[src/rtl/afoc_map.vh]
`ifndef AFOC_MAP_VH
`define AFOC_MAP_VH
// ----------------------------------------------------------------
// Register offsets
// ----------------------------------------------------------------
`define AFOC_OFS_CLKCFG 8'h10
`define AFOC_OFS_VALUE 8'h11
`define AFOC_OFS_FANCFG 8'h12
`define AFOC_OFS_TARGET 8'h13
`define AFOC_OFS_TOL 8'h14
`define AFOC_OFS_STOP 8'h15
`define AFOC_OFS_START 8'h16
`define AFOC_OFS_STOPTIME 8'h17
`define AFOC_OFS_OVTCFG 8'h18
// ----------------------------------------------------------------
// Reset values
// ----------------------------------------------------------------
`define AFOC_RST_CLKCFG 8'h04
`define AFOC_RST_VALUE 8'hff
`define AFOC_RST_FANCFG 8'h00
`define AFOC_RST_TARGET 8'h00
`define AFOC_RST_TOL 8'h00
`define AFOC_RST_STOP 8'h01
`define AFOC_RST_START 8'h01
`define AFOC_RST_STOPTIME 8'h3c
`define AFOC_RST_OVTCFG 8'h43
// ----------------------------------------------------------------
// Field positions
// ----------------------------------------------------------------
`define AFOC_CLK_SRC_BIT 7
`define AFOC_PRESCALE_MSB 6
`define AFOC_FAN_DC_BIT 0
`define AFOC_MODE_LSB 1
`define AFOC_MODE_MSB 2
`define AFOC_AUX_FLOOR_BIT 3
`define AFOC_PROCA_FLOOR_BIT 4
`define AFOC_CHAS_FLOOR_BIT 5
`define AFOC_PROCB_FLOOR_BIT 6
`define AFOC_OVT_INTMODE_BIT 4
`define AFOC_OVT_DIS_BIT 6
`define AFOC_TOL_MSB 3
// ----------------------------------------------------------------
// Mode codes
// ----------------------------------------------------------------
`define AFOC_MODE_MANUAL 2'b00
`define AFOC_MODE_TEMP 2'b01
`define AFOC_MODE_SPEED 2'b10
// ----------------------------------------------------------------
// Clock rates and times
// ----------------------------------------------------------------
`define AFOC_MCLK_KHZ 250000
`define AFOC_SRC_FAST_KHZ 24000
`define AFOC_SRC_SLOW_KHZ 180
`define AFOC_UNIT_PWM_MS 100
`define AFOC_UNIT_DC_MS 400
`define AFOC_PWM_STEPS 256
`endif

[src/rtl/afoc_aux_fan_output_control.v]
// What this block does
// - Clock-select bit 0 picks 24 MHz, 1 picks 180 KHz source.
// - Source divided by seven-bit prescale, then 256 ticks per period.
// - Frequency settings matter only while output type is PWM.
// - PWM duty equals value over 256; FFh full high, 00h low.
// - DC output uses value bits 7..2 as level over 64.
// - Type bit 0 selects PWM waveform, 1 selects DC level.
// - Mode field: 00 manual, 01 temperature, 10 speed, 11 none.
// - Below target, aux output falls to zero, or to stop value.
// - Bits 4,5,6 give the same floor choice for three fans.
// - Target holds 7-bit temperature or 8-bit speed by mode.
// - Tolerance low nibble sets band around target.
// - Staying cold, output lowers until it reaches stop value.
// - Starting fan, output jumps from zero to start-up value.
// - Stop time counts 0.1 s units for PWM, 0.4 s for DC.
// - Over-temperature bit 6 low drives output, high suppresses it.
// - Over-temperature bit 4 selects compare or interrupt mode.
//
// Our own choice: the plain strobed port.
`timescale 1ns/10ps
`default_nettype none
`include "afoc_map.vh"
module afoc_aux_fan_output_control
#(
  parameter UNIT_PWM_CYC = `AFOC_UNIT_PWM_MS * `AFOC_MCLK_KHZ,
  parameter UNIT_DC_CYC = `AFOC_UNIT_DC_MS * `AFOC_MCLK_KHZ,
  parameter STEP_UNITS = 1
)
(
  input wire mclk,
  input wire rst_b,
  input wire [7:0] regAddr,
  input wire [7:0] regWrData,
  input wire regWrEn,
  input wire regRdEn,
  output reg [7:0] regRdData,
  input wire [7:0] auxTempInput,
  input wire [7:0] auxTachInput,
  input wire [7:0] chassisTempInput,
  input wire [7:0] chassisTempHigh,
  input wire [7:0] chassisTempHyst,
  output reg auxFanDrive,
  output reg [5:0] auxFanDcLevel,
  output reg auxFanDcMode,
  output wire procFanAFloor,
  output wire chassisFanFloor,
  output wire procFanBFloor,
  output reg overtempOut_n
);

// ----------------------------------------------------------------
// Helpers
// ----------------------------------------------------------------
localparam [17:0] MCLK_K = `AFOC_MCLK_KHZ;
localparam [17:0] FAST_K = `AFOC_SRC_FAST_KHZ;
localparam [17:0] SLOW_K = `AFOC_SRC_SLOW_KHZ;
localparam [26:0] UNIT_PWM = UNIT_PWM_CYC;
localparam [26:0] UNIT_DC = UNIT_DC_CYC;
localparam [7:0] STEP_N = STEP_UNITS;

// Phase accumulator step: returns {pulse, next phase}
function [18:0] phaseNext;
  input [17:0] acc;
  input [17:0] inc;
  reg [18:0] sum;
  begin
    sum = {1'b0, acc} + {1'b0, inc};
    if (sum >= {1'b0, MCLK_K})
      phaseNext = {1'b1, sum[17:0] - MCLK_K};
    else
      phaseNext = {1'b0, sum[17:0]};
  end
endfunction

// ----------------------------------------------------------------
// Registers
// ----------------------------------------------------------------
reg [7:0] clkCfg_q;
reg [7:0] value_q;
reg [7:0] fanCfg_q;
reg [7:0] target_q;
reg [7:0] tol_q;
reg [7:0] stop_q;
reg [7:0] start_q;
reg [7:0] stopTime_q;
reg [7:0] ovtCfg_q;
reg ovtState_q;
reg hotPrev_q;

wire wrValue;
wire [1:0] mode;
wire dcMode;
wire autoStep;
reg [7:0] valueNext;

assign wrValue = regWrEn && (regAddr == `AFOC_OFS_VALUE);
assign mode = fanCfg_q[`AFOC_MODE_MSB:`AFOC_MODE_LSB];
assign dcMode = fanCfg_q[`AFOC_FAN_DC_BIT];
assign procFanAFloor = fanCfg_q[`AFOC_PROCA_FLOOR_BIT];
assign chassisFanFloor = fanCfg_q[`AFOC_CHAS_FLOOR_BIT];
assign procFanBFloor = fanCfg_q[`AFOC_PROCB_FLOOR_BIT];

always @(posedge mclk or negedge rst_b)
begin
  if (!rst_b)
  begin
    clkCfg_q <= `AFOC_RST_CLKCFG;
    fanCfg_q <= `AFOC_RST_FANCFG;
    target_q <= `AFOC_RST_TARGET;
    tol_q <= `AFOC_RST_TOL;
    stop_q <= `AFOC_RST_STOP;
    start_q <= `AFOC_RST_START;
    stopTime_q <= `AFOC_RST_STOPTIME;
    ovtCfg_q <= `AFOC_RST_OVTCFG;
  end
  else if (regWrEn)
  begin
    case (regAddr)
      `AFOC_OFS_CLKCFG: clkCfg_q <= regWrData;
      `AFOC_OFS_FANCFG: fanCfg_q <= regWrData;
      `AFOC_OFS_TARGET: target_q <= regWrData;
      `AFOC_OFS_TOL: tol_q <= regWrData;
      `AFOC_OFS_STOP: stop_q <= regWrData;
      `AFOC_OFS_START: start_q <= regWrData;
      `AFOC_OFS_STOPTIME: stopTime_q <= regWrData;
      `AFOC_OFS_OVTCFG: ovtCfg_q <= regWrData;
      default: ;
    endcase
  end
end

// Read data one cycle after the strobe; unmapped reads zero
always @(posedge mclk or negedge rst_b)
begin
  if (!rst_b)
    regRdData <= 8'h00;
  else if (regRdEn)
  begin
    case (regAddr)
      `AFOC_OFS_CLKCFG: regRdData <= clkCfg_q;
      `AFOC_OFS_VALUE: regRdData <= value_q;
      `AFOC_OFS_FANCFG: regRdData <= fanCfg_q;
      `AFOC_OFS_TARGET: regRdData <= target_q;
      `AFOC_OFS_TOL: regRdData <= tol_q;
      `AFOC_OFS_STOP: regRdData <= stop_q;
      `AFOC_OFS_START: regRdData <= start_q;
      `AFOC_OFS_STOPTIME: regRdData <= stopTime_q;
      `AFOC_OFS_OVTCFG: regRdData <= {ovtCfg_q[7:1], ovtState_q};
      default: regRdData <= 8'h00;
    endcase
  end
  else
    regRdData <= 8'h00;
end

// ----------------------------------------------------------------
// Source clock enables
// ----------------------------------------------------------------
reg [17:0] fastAcc_q;
reg [17:0] slowAcc_q;
reg srcTick_q;
wire [18:0] fastNext;
wire [18:0] slowNext;

assign fastNext = phaseNext(fastAcc_q, FAST_K);
assign slowNext = phaseNext(slowAcc_q, SLOW_K);

always @(posedge mclk or negedge rst_b)
begin
  if (!rst_b)
  begin
    fastAcc_q <= 18'h00000;
    slowAcc_q <= 18'h00000;
    srcTick_q <= 1'b0;
  end
  else
  begin
    fastAcc_q <= fastNext[17:0];
    slowAcc_q <= slowNext[17:0];
    if (clkCfg_q[`AFOC_CLK_SRC_BIT])
      srcTick_q <= slowNext[18];
    else
      srcTick_q <= fastNext[18];
  end
end

// ----------------------------------------------------------------
// Prescaler and PWM period
// ----------------------------------------------------------------
reg [6:0] preCnt_q;
reg [7:0] slot_q;
reg [7:0] duty_q;
wire [6:0] preDiv;
wire preTick;

// Zero prescale is held as one so the period never freezes
assign preDiv = (clkCfg_q[`AFOC_PRESCALE_MSB:0] == 7'h00) ?
  7'h01 : clkCfg_q[`AFOC_PRESCALE_MSB:0];
assign preTick = srcTick_q && (preCnt_q == preDiv - 7'h01);

always @(posedge mclk or negedge rst_b)
begin
  if (!rst_b)
  begin
    preCnt_q <= 7'h00;
    slot_q <= 8'h00;
    duty_q <= `AFOC_RST_VALUE;
  end
  else if (srcTick_q)
  begin
    if (preTick)
    begin
      preCnt_q <= 7'h00;
      slot_q <= slot_q + 8'h01;
      if (slot_q == 8'hff)
        duty_q <= value_q;
    end
    else if (preCnt_q >= preDiv)
      preCnt_q <= 7'h00;
    else
      preCnt_q <= preCnt_q + 7'h01;
  end
end

// ----------------------------------------------------------------
// Pin drive
// ----------------------------------------------------------------
always @(posedge mclk or negedge rst_b)
begin
  if (!rst_b)
  begin
    auxFanDrive <= 1'b0;
    auxFanDcLevel <= 6'h00;
    auxFanDcMode <= 1'b0;
  end
  else
  begin
    auxFanDcMode <= dcMode;
    auxFanDcLevel <= dcMode ? value_q[7:2] : 6'h00;
    if (dcMode)
      auxFanDrive <= 1'b0;
    else
      auxFanDrive <= (duty_q == 8'hff) || (slot_q < duty_q);
  end
end

// ----------------------------------------------------------------
// Time unit and step ticks
// ----------------------------------------------------------------
reg [26:0] unitCnt_q;
reg [7:0] stepCnt_q;
reg [7:0] floorCnt_q;
wire unitTick;
wire [26:0] unitLen;

assign unitLen = dcMode ? UNIT_DC : UNIT_PWM;
assign unitTick = (unitCnt_q >= unitLen - 27'h1);
assign autoStep = unitTick && (stepCnt_q >= STEP_N - 8'h01);

always @(posedge mclk or negedge rst_b)
begin
  if (!rst_b)
  begin
    unitCnt_q <= 27'h0;
    stepCnt_q <= 8'h00;
  end
  else if (unitTick)
  begin
    unitCnt_q <= 27'h0;
    stepCnt_q <= autoStep ? 8'h00 : stepCnt_q + 8'h01;
  end
  else
    unitCnt_q <= unitCnt_q + 27'h1;
end

// ----------------------------------------------------------------
// Automatic control
// ----------------------------------------------------------------
wire [8:0] tgtTemp;
wire [8:0] tgtSpeed;
wire [8:0] band;
wire [8:0] tempV;
wire [8:0] tachV;
wire tooHot;
wire tooCold;
wire tooSlow;
wire tooFast;
wire holdFloor;

assign band = {5'h00, tol_q[`AFOC_TOL_MSB:0]};
assign tgtTemp = {2'b00, target_q[6:0]};
assign tgtSpeed = {1'b0, target_q};
assign tempV = {1'b0, auxTempInput};
assign tachV = {1'b0, auxTachInput};
assign tooHot = tempV > tgtTemp + band;
assign tooCold = tempV + band < tgtTemp;
// Tach gives counts per turn: larger count means slower
assign tooSlow = tachV > tgtSpeed + band;
assign tooFast = tachV + band < tgtSpeed;
assign holdFloor = fanCfg_q[`AFOC_AUX_FLOOR_BIT];

always @*
begin
  valueNext = value_q;
  case (mode)
    `AFOC_MODE_TEMP:
    begin
      if (tooHot)
      begin
        if (value_q == 8'h00)
          valueNext = start_q;
        else if (value_q != 8'hff)
          valueNext = value_q + 8'h01;
      end
      else if (tooCold)
      begin
        if (value_q > stop_q)
          valueNext = value_q - 8'h01;
        else if (!holdFloor && (floorCnt_q >= stopTime_q))
          valueNext = 8'h00;
      end
    end
    `AFOC_MODE_SPEED:
    begin
      if (tooSlow && (value_q != 8'hff))
        valueNext = value_q + 8'h01;
      else if (tooFast && (value_q > stop_q))
        valueNext = value_q - 8'h01;
    end
    default: valueNext = value_q;
  endcase
end

// Software write wins over a hardware step in the same cycle
always @(posedge mclk or negedge rst_b)
begin
  if (!rst_b)
  begin
    value_q <= `AFOC_RST_VALUE;
    floorCnt_q <= 8'h00;
  end
  else
  begin
    if (wrValue)
      value_q <= regWrData;
    else if (autoStep)
      value_q <= valueNext;
    if ((mode != `AFOC_MODE_TEMP) || !tooCold || (value_q > stop_q)
        || (value_q == 8'h00))
      floorCnt_q <= 8'h00;
    else if (unitTick && (floorCnt_q != 8'hff))
      floorCnt_q <= floorCnt_q + 8'h01;
  end
end

// ----------------------------------------------------------------
// Over-temperature output
// ----------------------------------------------------------------
wire hot;
wire cool;
wire ovtClr;

assign hot = chassisTempInput >= chassisTempHigh;
assign cool = chassisTempInput < chassisTempHyst;
assign ovtClr = regRdEn && (regAddr == `AFOC_OFS_OVTCFG);

always @(posedge mclk or negedge rst_b)
begin
  if (!rst_b)
  begin
    ovtState_q <= 1'b0;
    hotPrev_q <= 1'b0;
    overtempOut_n <= 1'b1;
  end
  else
  begin
    hotPrev_q <= hot;
    if (ovtCfg_q[`AFOC_OVT_INTMODE_BIT])
    begin
      if (hot && !hotPrev_q)
        ovtState_q <= 1'b1;
      else if (ovtClr)
        ovtState_q <= 1'b0;
    end
    else if (hot)
      ovtState_q <= 1'b1;
    else if (cool)
      ovtState_q <= 1'b0;
    overtempOut_n <= !(ovtState_q &&
      !ovtCfg_q[`AFOC_OVT_DIS_BIT]);
  end
end

endmodule
`default_nettype wire

[config.mk]
export PLATFORM = sky130hd
export DESIGN_NAME = afoc_aux_fan_output_control
export DESIGN_NICKNAME = d
export VERILOG_FILES = /design/src/rtl/afoc_aux_fan_output_control.v
export VERILOG_INCLUDE_DIRS = /design/src /design/src/rtl
export SDC_FILE = /design/constraint.sdc
export NUM_CORES = 1
export LEC_CHECK = 0
export BUFFER_PORTS_ARGS = -buffer_cell sky130_fd_sc_hd__buf_2
export CAP_MARGIN = 40
export CORE_MARGIN = 1
export CORE_UTILIZATION = 55
export CTS_CLUSTER_SIZE = 40
export DETAILED_ROUTE_END_ITERATION = 8
export PLACE_DENSITY_LB_ADDON = 0.25
export SLEW_MARGIN = 15
export SYNTH_ARGS = -nofsm -noshare
export SYNTH_HDL_FRONTEND = slang
export SYNTH_SLANG_ARGS = --single-unit
[constraint.sdc]
create_clock -name mclk -period 9.55 [get_ports mclk]
set_input_delay 2.865 -clock mclk [delete_from_list [all_inputs] [get_ports mclk]]
set_output_delay 2.865 -clock mclk [all_outputs]
set_load 0.05 [all_outputs]
==> results.toml, run 1 <==
[clock_tree]
cts_setup_buffers = 0
cts_buffer_depth = 2
htree_num_levels = 4
cts_tree = "yes"
cts.sinks = 179
clkLatencyLatePin_ns = 0.44
cts-hold-fix-buffers = 0
cts-buffers-inserted = 17
clockRootBuffer = "clkbuf_16"
path_clk_slew_ns = 0.08
cts_resized = 0

[synthesis]
yosysTopAreaCell = "dfrtp_1"
synth-edff-count = 0
syn-cell-area_mm2 = 0.01244
ys_ff_latch = 179
synth_common_cells = "dfrtp_1, ha_1, inv_1"
synth_area_leaders = "dfrtp_1, ha_1, mux2_2"
async_reset_ff_share_pct = 100.0
ys.flop_type = "dfrtp_1"
yosysWarnings = 0
synthMostInstantiatedCell = "dfrtp_1"
ys_seq_area_share_pct = 36.26
avgSynthCellArea_um2 = 9.698
netlist_instances = 1283
yosysTopAreaCellShare_pct = 30.77
synth_fp_nets = 1457
ys_types = 91

[worst_setup_path]
cp-end-kind = "flop"
arrival_ns = 6.11
cp.buffers_inverters = 1
max_stage_delay_ns = 0.43
ff2ff_setup_slack_ns = 5.25
r2r_cells = 17
required_ns = 9.91
path_cells = "buf_2 -> ha_1 -> fa_1 -> a21o_1 -> a21oi_1 -> nor2_1 -> xor2_1 -> ha_1 -> a21oi_1 -> o21ai_0 -> o211ai_1 -> nand2_1 -> a2111oi_0 -> o31ai_1"
worst_path_max_delay_cell = "a2111oi_0"
r2r-start = "tol_q[0]"
cp-start-kind = "input pin"
critPathMaxFanout = 7
crit_type = "in -> reg"
crit_family = "compound AO/OA/AOI/OAI gates"
r2r-end = "value_q[2]"

[power_and_ir_drop]
power_leakage_nw = 6.118
fin_total_pwr_mw = 1.822
pwr-share-clk_pct = 37.4
cellInternalPower_mw = 1.274
combPwrFrac_pct = 17.1
ir_drop_v = 0.00008055
swShare_pct = 30.08
powerDensity_mw_per_mm2 = 133.7
p_switching_uw = 547.9
p_seq_share_pct = 45.5

[place]
port_buffers = 79
gp_congestion = 0.9632
place_hpwl_um = 21850
dp_cells = 1608

[min_path]
min-delay-start = "ovtState_q"
holdPathStages = 1
hold_path_end = "overtempOut_n"
hold_path_class = "reg -> reg"

[global_route]
overflow = 0
grt_use_total_pct = 26.83
grt_pass1_vias = 9792
antenna_found_initial = 1
grt_pass1_wl_um = 49670
grt_max_degree = 80

[routing]
antenna_left = 0
drtPass1Iterations = 8
wl_met2_um = 14230
vias_per_cell = 6.103
vias = 10020
dr.max_layer_used = "met4"
drc = 10
drt-met1-wl_um = 13170
dr_wl_met3_um = 1716
wirelength_um = 29870
wl_per_cell_um = 18.20
drtIter0Drc = 641

[timing]
relSlewSlack_pct = 44.80
tightest_slew_ns = 0.8225
finalHoldViolCount = 0
whs_ns = 0.4713
rsz0062_at_grt = "no"
slew_violations = 0
min_period_ns = 5.753
fin_tns_setup_ns = 0
setup_violations = 0
max_freq_mhz = 173.8
fin_crit_sh_pct = 60.24
skew_ns = 0.009057

[floorplan]
rows = 54
core_mm2 = 0.02203
die_x_um = 152.4
fp.dieH_um = 152.4
die_area_mm2 = 0.02323
initial_core_util_pct = 56.49
ios = 80

[layout]
syn2layout_area_growth_pct = 9.514
nets = 1521
drive_gt1_share_pct = 18.01
fillers = 1827
multi_input_area_mm2 = 0.007380
seq_area_mm2 = 0.004512
fin_cells = 1641

[run_status]
violations = "DRC"
status = "finished with violations"

[run]
maxCapViolations = 0
[registers in the layout, summed over array words and instances (netlist names), 6 cells and up]
signal and flops:
unitCnt_q 27, slowAcc_q 16, fastAcc_q 14, clkCfg_q 8, duty_q 8, fanCfg_q 8
floorCnt_q 8, regRdData 8, slot_q 8, start_q 8, stopTime_q 8, stop_q 8
target_q 8, tol_q 8, value_q 8, ovtCfg_q 7, preCnt_q 7, auxFanDcLevel 6
[how the worst max path moves through the flow]
stage / to / slack (ns) / start / cells past startpoint
final: value_q[4] / 3.80 / auxTempInput[0] / 14
after global routing: value_q[4] / 3.51 / auxTempInput[0] / 14
after CTS: value_q[2] / 3.86 / auxTempInput[0] / 14
after detailed placement: value_q[2] / 3.39 / auxTempInput[0] / 14
after global placement: value_q[2] / 3.29 / auxTachInput[0] / 17
after floorplan: value_q[2] / 3.86 / auxTachInput[0] / 16
[worst register-to-register path, stage by stage (launching register included)]
cell and delay (ns):
dfrtp_1 0.48, ha_1 0.21, inv_1 0.05, fa_1 0.40, nor2b_1 0.12, o21ai_0 0.10
nand2_1 0.11, and3_1 0.17, xnor2_1 0.16, ha_1 0.31, a211oi_1 0.25, o21ai_0 0.12
o211ai_1 0.63, nor2_1 0.22, a311oi_1 0.32, buf_2 0.25, o21ai_0 0.11, a31o_2 0.24
[cell families (layout without fill, tap and decap cells)]
logic type	after synthesis	count (layout)	synth area share [%]
xor+xnor	103	103	7.251
buf+inv	134	211	4.425
other cells	0	1	0
compound gates	267	267	15.26
fa+ha+maj	114	114	11.65
flops	179	179	36.26
mux	87	87	7.894
simple gates	399	399	17.27
[final cells by class]
| cell class | count | share of cell area, % |
|---|---|---|
| Inverter | 94 | 2.590 |
| Clock inverter | 15 | 1.001 |
| Antenna cell | 1 | 0.01837 |
| Sequential cell | 179 | 33.11 |
| Timing Repair Buffer | 85 | 3.425 |
| Tap cell | 280 | 2.571 |
| Multi-Input combinational cell | 970 | 54.16 |
| Clock buffer | 17 | 3.122 |
[cell usage in the layout, fill, tap and decap left out, types with 45 or more instances in the layout]
cell and instances:
buf_2 79, dfrtp_1 153, ha_1 111, inv_1 94, mux2_2 69, nand2_1 76
nor2_1 90, o21ai_0 45, xnor2_1 60
[power by group through the flow]
| stage | combinational, mW | clock [mW] | sequential (mW) |
|---|---|---|---|
| floorplan | 0.206 | 0 | 0.837 |
| global placement | 0.299 | 0 | 0.840 |
| detailed placement | 0.310 | 0 | 0.842 |
| CTS | 0.313 | 0.694 | 0.827 |
| global route | 0.351 | 0.730 | 0.833 |
| finish | 0.312 | 0.682 | 0.828 |
[metrics by stage]
| stage | cell area (µm²) | setup WS [ns] | util, % |
|---|---|---|---|
| after CTS | 13620 | 3.860 | 61.85 |
| final | 13630 | 3.797 | 61.86 |
| after detailed placement | 13060 | 3.393 | 59.30 |
| after floorplan | 12440 | 3.857 | - |
| after global routing | 13620 | 3.507 | 61.85 |
| after global placement | 13030 | 3.290 | 59.15 |
[per-layer routing]
layer  vias to the layer above  GRT usage, %
met4                         0         9.621
met1                      4859         35.49
li1                       4787             -
met5                         -             0
met3                        61         4.778
met2                       308         44.17
Note: power is estimated with default switching activity, not from simulation.
==> run 2: changes to the inputs <==
--- a/config.mk
+++ b/config.mk
@@ -6,6 +6,7 @@
 export SDC_FILE = /design/constraint.sdc
 export NUM_CORES = 1
 export LEC_CHECK = 0
+export ABC_AREA = 1
 export BUFFER_PORTS_ARGS = -buffer_cell sky130_fd_sc_hd__buf_2
 export CAP_MARGIN = 40
 export CORE_MARGIN = 1
==> constraint.sdc (replaced) <==
create_clock -name mclk -period 5.33 [get_ports mclk]
set_input_delay 1.599 -clock mclk [delete_from_list [all_inputs] [get_ports mclk]]
set_output_delay 1.599 -clock mclk [all_outputs]
set_load 0.05 [all_outputs]
==> results.toml, run 2 <==
[global_route]
grt_pass1_vias = 10990
grt_pass1_wl_um = 53700
antenna_found_initial = 0
overflow = 0
grt_max_degree = 72
grt_use_total_pct = 27.92

[synthesis]
ys_ff_latch = 179
synth-edff-count = 0
yosysTopAreaCell = "dfrtp_1"
ys_types = 51
avgSynthCellArea_um2 = 7.231
syn-cell-area_mm2 = 0.01291
async_reset_ff_share_pct = 100.0
ys.flop_type = "dfrtp_1"
yosysTopAreaCellShare_pct = 29.66
synthMostInstantiatedCell = "nand2_1"
synth_fp_nets = 1959
synth_area_leaders = "dfrtp_1, nand2_1, ha_1"
ys_seq_area_share_pct = 34.96
netlist_instances = 1785
yosysWarnings = 0
synth_common_cells = "nand2_1, inv_1, dfrtp_1"

[worst_setup_path]
critPathMaxFanout = 9
path_cells = "buf_2 -> ha_1 -> fa_1 -> nand3_1 -> nand3_1 -> nand2_1 -> nor2_1 -> xnor2_1 -> inv_1 -> ha_1 -> a21oi_1 -> nand2_1 -> a21oi_1 -> nand2_1 -> a21oi_1 -> nand2_2 -> nand2_1 -> nand2_1 -> nand2_1"
worst_path_max_delay_cell = "fa_1"
cp-end-kind = "flop"
cp-start-kind = "input pin"
arrival_ns = 4.39
ff2ff_setup_slack_ns = 1.35
required_ns = 5.71
max_stage_delay_ns = 0.42
crit_type = "in -> reg"
path_common_cell = "nand2_1"

[floorplan]
ios = 80
fp.dieH_um = 155.2
die_area_mm2 = 0.02408
rows = 55
initial_core_util_pct = 56.50
die_x_um = 155.2
core_mm2 = 0.02285

[clock_tree]
path_clk_slew_ns = 0.07
cts_resized = 0
cts_setup_buffers = 0
cts-hold-fix-buffers = 0
cts_buffer_depth = 2
htree_num_levels = 4
cts-buffers-inserted = 17
clockRootBuffer = "clkbuf_16"
cts_tree = "yes"
cts.sinks = 179
clkLatencyLatePin_ns = 0.44

[timing]
tightest_slew_ns = 0.7097
max_freq_mhz = 249.8
skew_ns = 0.01463
rsz0062_at_grt = "no"
fin_crit_sh_pct = 75.09
relSlewSlack_pct = 52.64
finalHoldViolCount = 0
min_period_ns = 4.002
setup_violations = 0
fin_tns_setup_ns = 0
slew_violations = 0

[run]
maxCapViolations = 0

[routing]
vias_per_cell = 5.425
drc = 0
drtPass1Iterations = 5
drtIter0Drc = 985
wirelength_um = 32000
vias = 11880
wl_per_cell_um = 14.62
antenna_left = 0

[layout]
largest-register = "unitCnt_q"
nets = 2037
drive_gt1_share_pct = 9.275
antennaDiodeCount = 0
reg_top3 = "unitCnt_q (27), slowAcc_q (16), fastAcc_q (14)"
largest_register_ffs = 27
final_common_cell = "nand2_1"
post-route-util_pct = 62.15
layout_common_cells = "nand2_1, inv_1, dfrtp_1"
syn2layout_area_growth_pct = 10.01

[power_and_ir_drop]
ir_drop_v = 0.0001676
powerDensity_mw_per_mm2 = 230.4
power_leakage_nw = 7.194
combPwrFrac_pct = 17.4
pwr-share-clk_pct = 38.0
cellInternalPower_mw = 2.284
p_seq_share_pct = 44.6
swShare_pct = 30.19
p_switching_uw = 987.7

[min_path]
hold_path_class = "reg -> reg"

[place]
gp_congestion = 0.9553
place_hpwl_um = 24240
port_buffers = 79

[run_status]
status = "finished clean"
-- run 2: changes by cell type in the layout (fill, tap and decap cells not counted), sizes merged, moves of 20 or more --
| cell | delta |
|---|---|
| a21o | -26 |
| a21oi | +30 |
| a22oi | -21 |
| inv | +163 |
| mux2 | -74 |
| nand2 | +434 |
| nand3 | +76 |
| nor2 | +60 |
| nor2b | -20 |
| o21ai | +84 |
| xnor2 | -40 |
-- run 2: kinds of logic (layout without fill, tap and decap cells) --
group                    count (synthesis)  count (layout)  synth area share (%)
AO/OA/AOI/OAI                          249             249                 10.71
XOR/XNOR                                74              74                 5.080
adder cells (fa/ha/maj)                114             114                 11.23
buffers and inverters                  286             377                 8.579
flip-flops                             179             179                 34.96
AND/OR/NAND/NOR                        883             883                 29.45
-- run 2: routing by layer --
layer,track usage (%),wire [µm]
met1,39.15,14750
met2,45.30,14460
met3,4.680,2274
met4,6.209,507
met5,0,0
-- run 2: final timing paths --
kind / end / from / depth (start not counted)
worst min register to register: duty_q[5] / duty_q[5] / 2
worst min-delay path: duty_q[5] / duty_q[5] / 2
worst max register to register: value_q[7] / tol_q[1] / 19
max in group asynchronous: stopTime_q[3] / rst_b / 2
min in group asynchronous: auxFanDcLevel[3] / rst_b / 1
worst max-delay path: value_q[5] / auxTempInput[0] / 19
-- run 2: final cells by class --
| class | count | area (µm²) |
|---|---|---|
| Clock inverter | 12 | 106.4 |
| Timing Repair Buffer | 85 | 446.7 |
| Sequential cell | 179 | 4512 |
| Fill cell | 2073 | 8647 |
| Tap cell | 313 | 391.6 |
| Clock buffer | 20 | 479.2 |
| Inverter | 260 | 975.9 |
| Multi-Input combinational cell | 1320 | 7288 |
-- run 2: per-stage QoR --
step | instance area [µm²] | power [mW] | hold slack [ns] | worst slack, ns | cells
3_3_place_gp | 13610 | 2.025 | 0.4425 | 0.9917 | 2157
5_1_grt | 14200 | 3.437 | 0.4743 | 0.9899 | 2189
3_5_place_dp | 13610 | 2.042 | 0.4503 | 0.9000 | 2157
6_report | 14200 | 3.272 | 0.4659 | 1.328 | 2189
2_1_floorplan | 12910 | 1.855 | 0.3909 | 1.384 | 1785
4_1_cts | 14200 | 3.287 | 0.4669 | 1.352 | 2189
-- run 2: worst max-delay path, delay by kind of cell --
kind,cells,cell delay (ns)
simple gates,10,1.12
fa+ha+maj,3,0.93
compound gates,3,0.46
buf+inv,2,0.16
xor+xnor,1,0.12
-- run 2: power by group through the flow --
stage,sequential [mW],combinational [mW],clock (mW)
2_1_floorplan,1.49,0.369,0
3_3_place_gp,1.48,0.544,0
3_5_place_dp,1.48,0.558,0
4_1_cts,1.46,0.564,1.26
5_1_grt,1.47,0.652,1.32
6_report,1.46,0.569,1.24
==> run 3: changes to the inputs <==
==> constraint.sdc (replaced) <==
create_clock -name mclk -period 4.1 [get_ports mclk]
set_input_delay 1.23 -clock mclk [delete_from_list [all_inputs] [get_ports mclk]]
set_output_delay 1.23 -clock mclk [all_outputs]
set_load 0.05 [all_outputs]
==> results.toml, run 3 (synthesis results as in run 2) <==
[global_route]
grt_pass1_wl_um = 55080
antenna_found_initial = 0
overflow = 0
grt_max_degree = 73
grt_pass1_vias = 11250
grt_use_total_pct = 28.81

[timing]
setup_violations = 0
relSlewSlack_pct = 53.43
slew_violations = 0
tightest_slew_ns = 0.6985
rsz0062_at_grt = "no"
max_freq_mhz = 266.9
skew_ns = 0.01621
min_period_ns = 3.747
fin_tns_setup_ns = 0
finalHoldViolCount = 0
fin_crit_sh_pct = 91.38

[layout]
syn2layout_area_growth_pct = 10.56
nets = 2040
layout_common_cells = "nand2_1, inv_1, dfrtp_1"
final_common_cell = "nand2_1"
seq_area_mm2 = 0.004512
antennaDiodeCount = 0
reg_top3 = "unitCnt_q (27), slowAcc_q (16), fastAcc_q (14)"
fillers = 2107
drive_gt1_share_pct = 9.473
largest_register_ffs = 27
multi_input_area_mm2 = 0.007288
largest-register = "unitCnt_q"

[floorplan]
rows = 55
initial_core_util_pct = 56.50
ios = 80
die_x_um = 155.2
core_mm2 = 0.02285
fp.dieH_um = 155.2
die_area_mm2 = 0.02408

[routing]
wirelength_um = 32740
drc = 0
vias_per_cell = 5.390
drtIter0Drc = 916
vias = 11810
antenna_left = 0
wl_per_cell_um = 14.93
drtPass1Iterations = 6

[clock_tree]
clkLatencyLatePin_ns = 0.45
cts_tree = "yes"
clockRootBuffer = "clkbuf_16"
cts.sinks = 179
path_clk_slew_ns = 0.07
htree_num_levels = 4
cts-buffers-inserted = 17
cts_resized = 0
cts-hold-fix-buffers = 0
cts_buffer_depth = 2
cts_setup_buffers = 0

[place]
gp_congestion = 0.9400
place_hpwl_um = 24330
port_buffers = 79

[power_and_ir_drop]
powerDensity_mw_per_mm2 = 303.7
ir_drop_v = 0.0002629
power_leakage_nw = 7.236
fin_total_pwr_mw = 4.334

[worst_setup_path]
cp-start-kind = "flop"
cp-end-kind = "flop"
crit_type = "reg -> reg"
critPathMaxFanout = 9
arrival_ns = 4.12
required_ns = 4.47

[run_status]
status = "finished clean"

[min_path]
hold_path_class = "reg -> reg"

[run]
maxCapViolations = 0
## run 3: changes by cell type in the layout (fill, tap and decap cells not counted), sizes merged
cell / delta
bufinv: +2
clkbuf: -1
buf: +3
clkinvlp: -1
inv: -3
clkinv: +3
## run 3: worst paths after layout
path | slack, ns | cells after the start | endpoint | from
max | 0.35 | 20 | value_q[7] | tol_q[0]
min | 0.47 | 1 | overtempOut_n | ovtState_q
max reg2reg | 0.35 | 20 | value_q[7] | tol_q[0]
min reg2reg | 0.47 | 1 | overtempOut_n | ovtState_q
max in group asynchronous | 2.46 | 2 | stopTime_q[2] | rst_b
min in group asynchronous | 0.79 | 1 | fanCfg_q[0] | rst_b
## run 3: area by class of cell
type                            count  area share, %
Multi-Input combinational cell   1320          51.07
Sequential cell                   179          31.62
Inverter                          260          6.839
Timing Repair Buffer               88          3.463
Clock buffer                       19          3.253
Tap cell                          313          2.744
Clock inverter                     13          1.008
## run 3: power by group
group / switching [mW] / internal (mW) / total, mW
combinational: 0.471 / 0.270 / 0.741
clock: 0.739 / 0.958 / 1.70
sequential: 0.0620 / 1.83 / 1.89
## run 3: metal layers
layer | wire, µm | part of all wire (%) | global-route usage (%)
met1 | 15320 | 47 | 40.69
met2 | 14840 | 45 | 46.14
met3 | 1937 | 5.9 | 3.983
met4 | 639 | 2.0 | 8.357
met5 | 0 | 0 | 0
## run 3: worst max-delay path: stages, from the launching register on
cell	delay, ns
dfrtp_1	0.48
ha_1	0.23
inv_1	0.06
fa_1	0.39
inv_1	0.07
nand3_1	0.06
nand2_1	0.11
nand3_1	0.11
xor2_1	0.18
ha_1	0.28
nand2_1	0.07
nor2_1	0.14
nand4_1	0.34
nand2_1	0.26
inv_1	0.10
nor2_1	0.10
a21oi_1	0.09
nand2_2	0.20
nand2_1	0.22
nand2_1	0.14
nand2_1	0.06
## run 3: metrics by stage
step | hold slack [ns] | utilization, % | setup WS, ns | std cells | instance area, µm²
floorplan | 0.3909 | - | 0.5226 | 1785 | 12910
global placement | 0.4531 | 59.80 | 0.1434 | 2160 | 13660
detailed placement | 0.4482 | 59.80 | 0.03409 | 2160 | 13660
CTS | 0.4709 | 62.46 | 0.4104 | 2192 | 14270
global route | 0.4895 | 62.46 | 0.05251 | 2192 | 14270
finish | 0.4728 | 62.46 | 0.3533 | 2192 | 14270
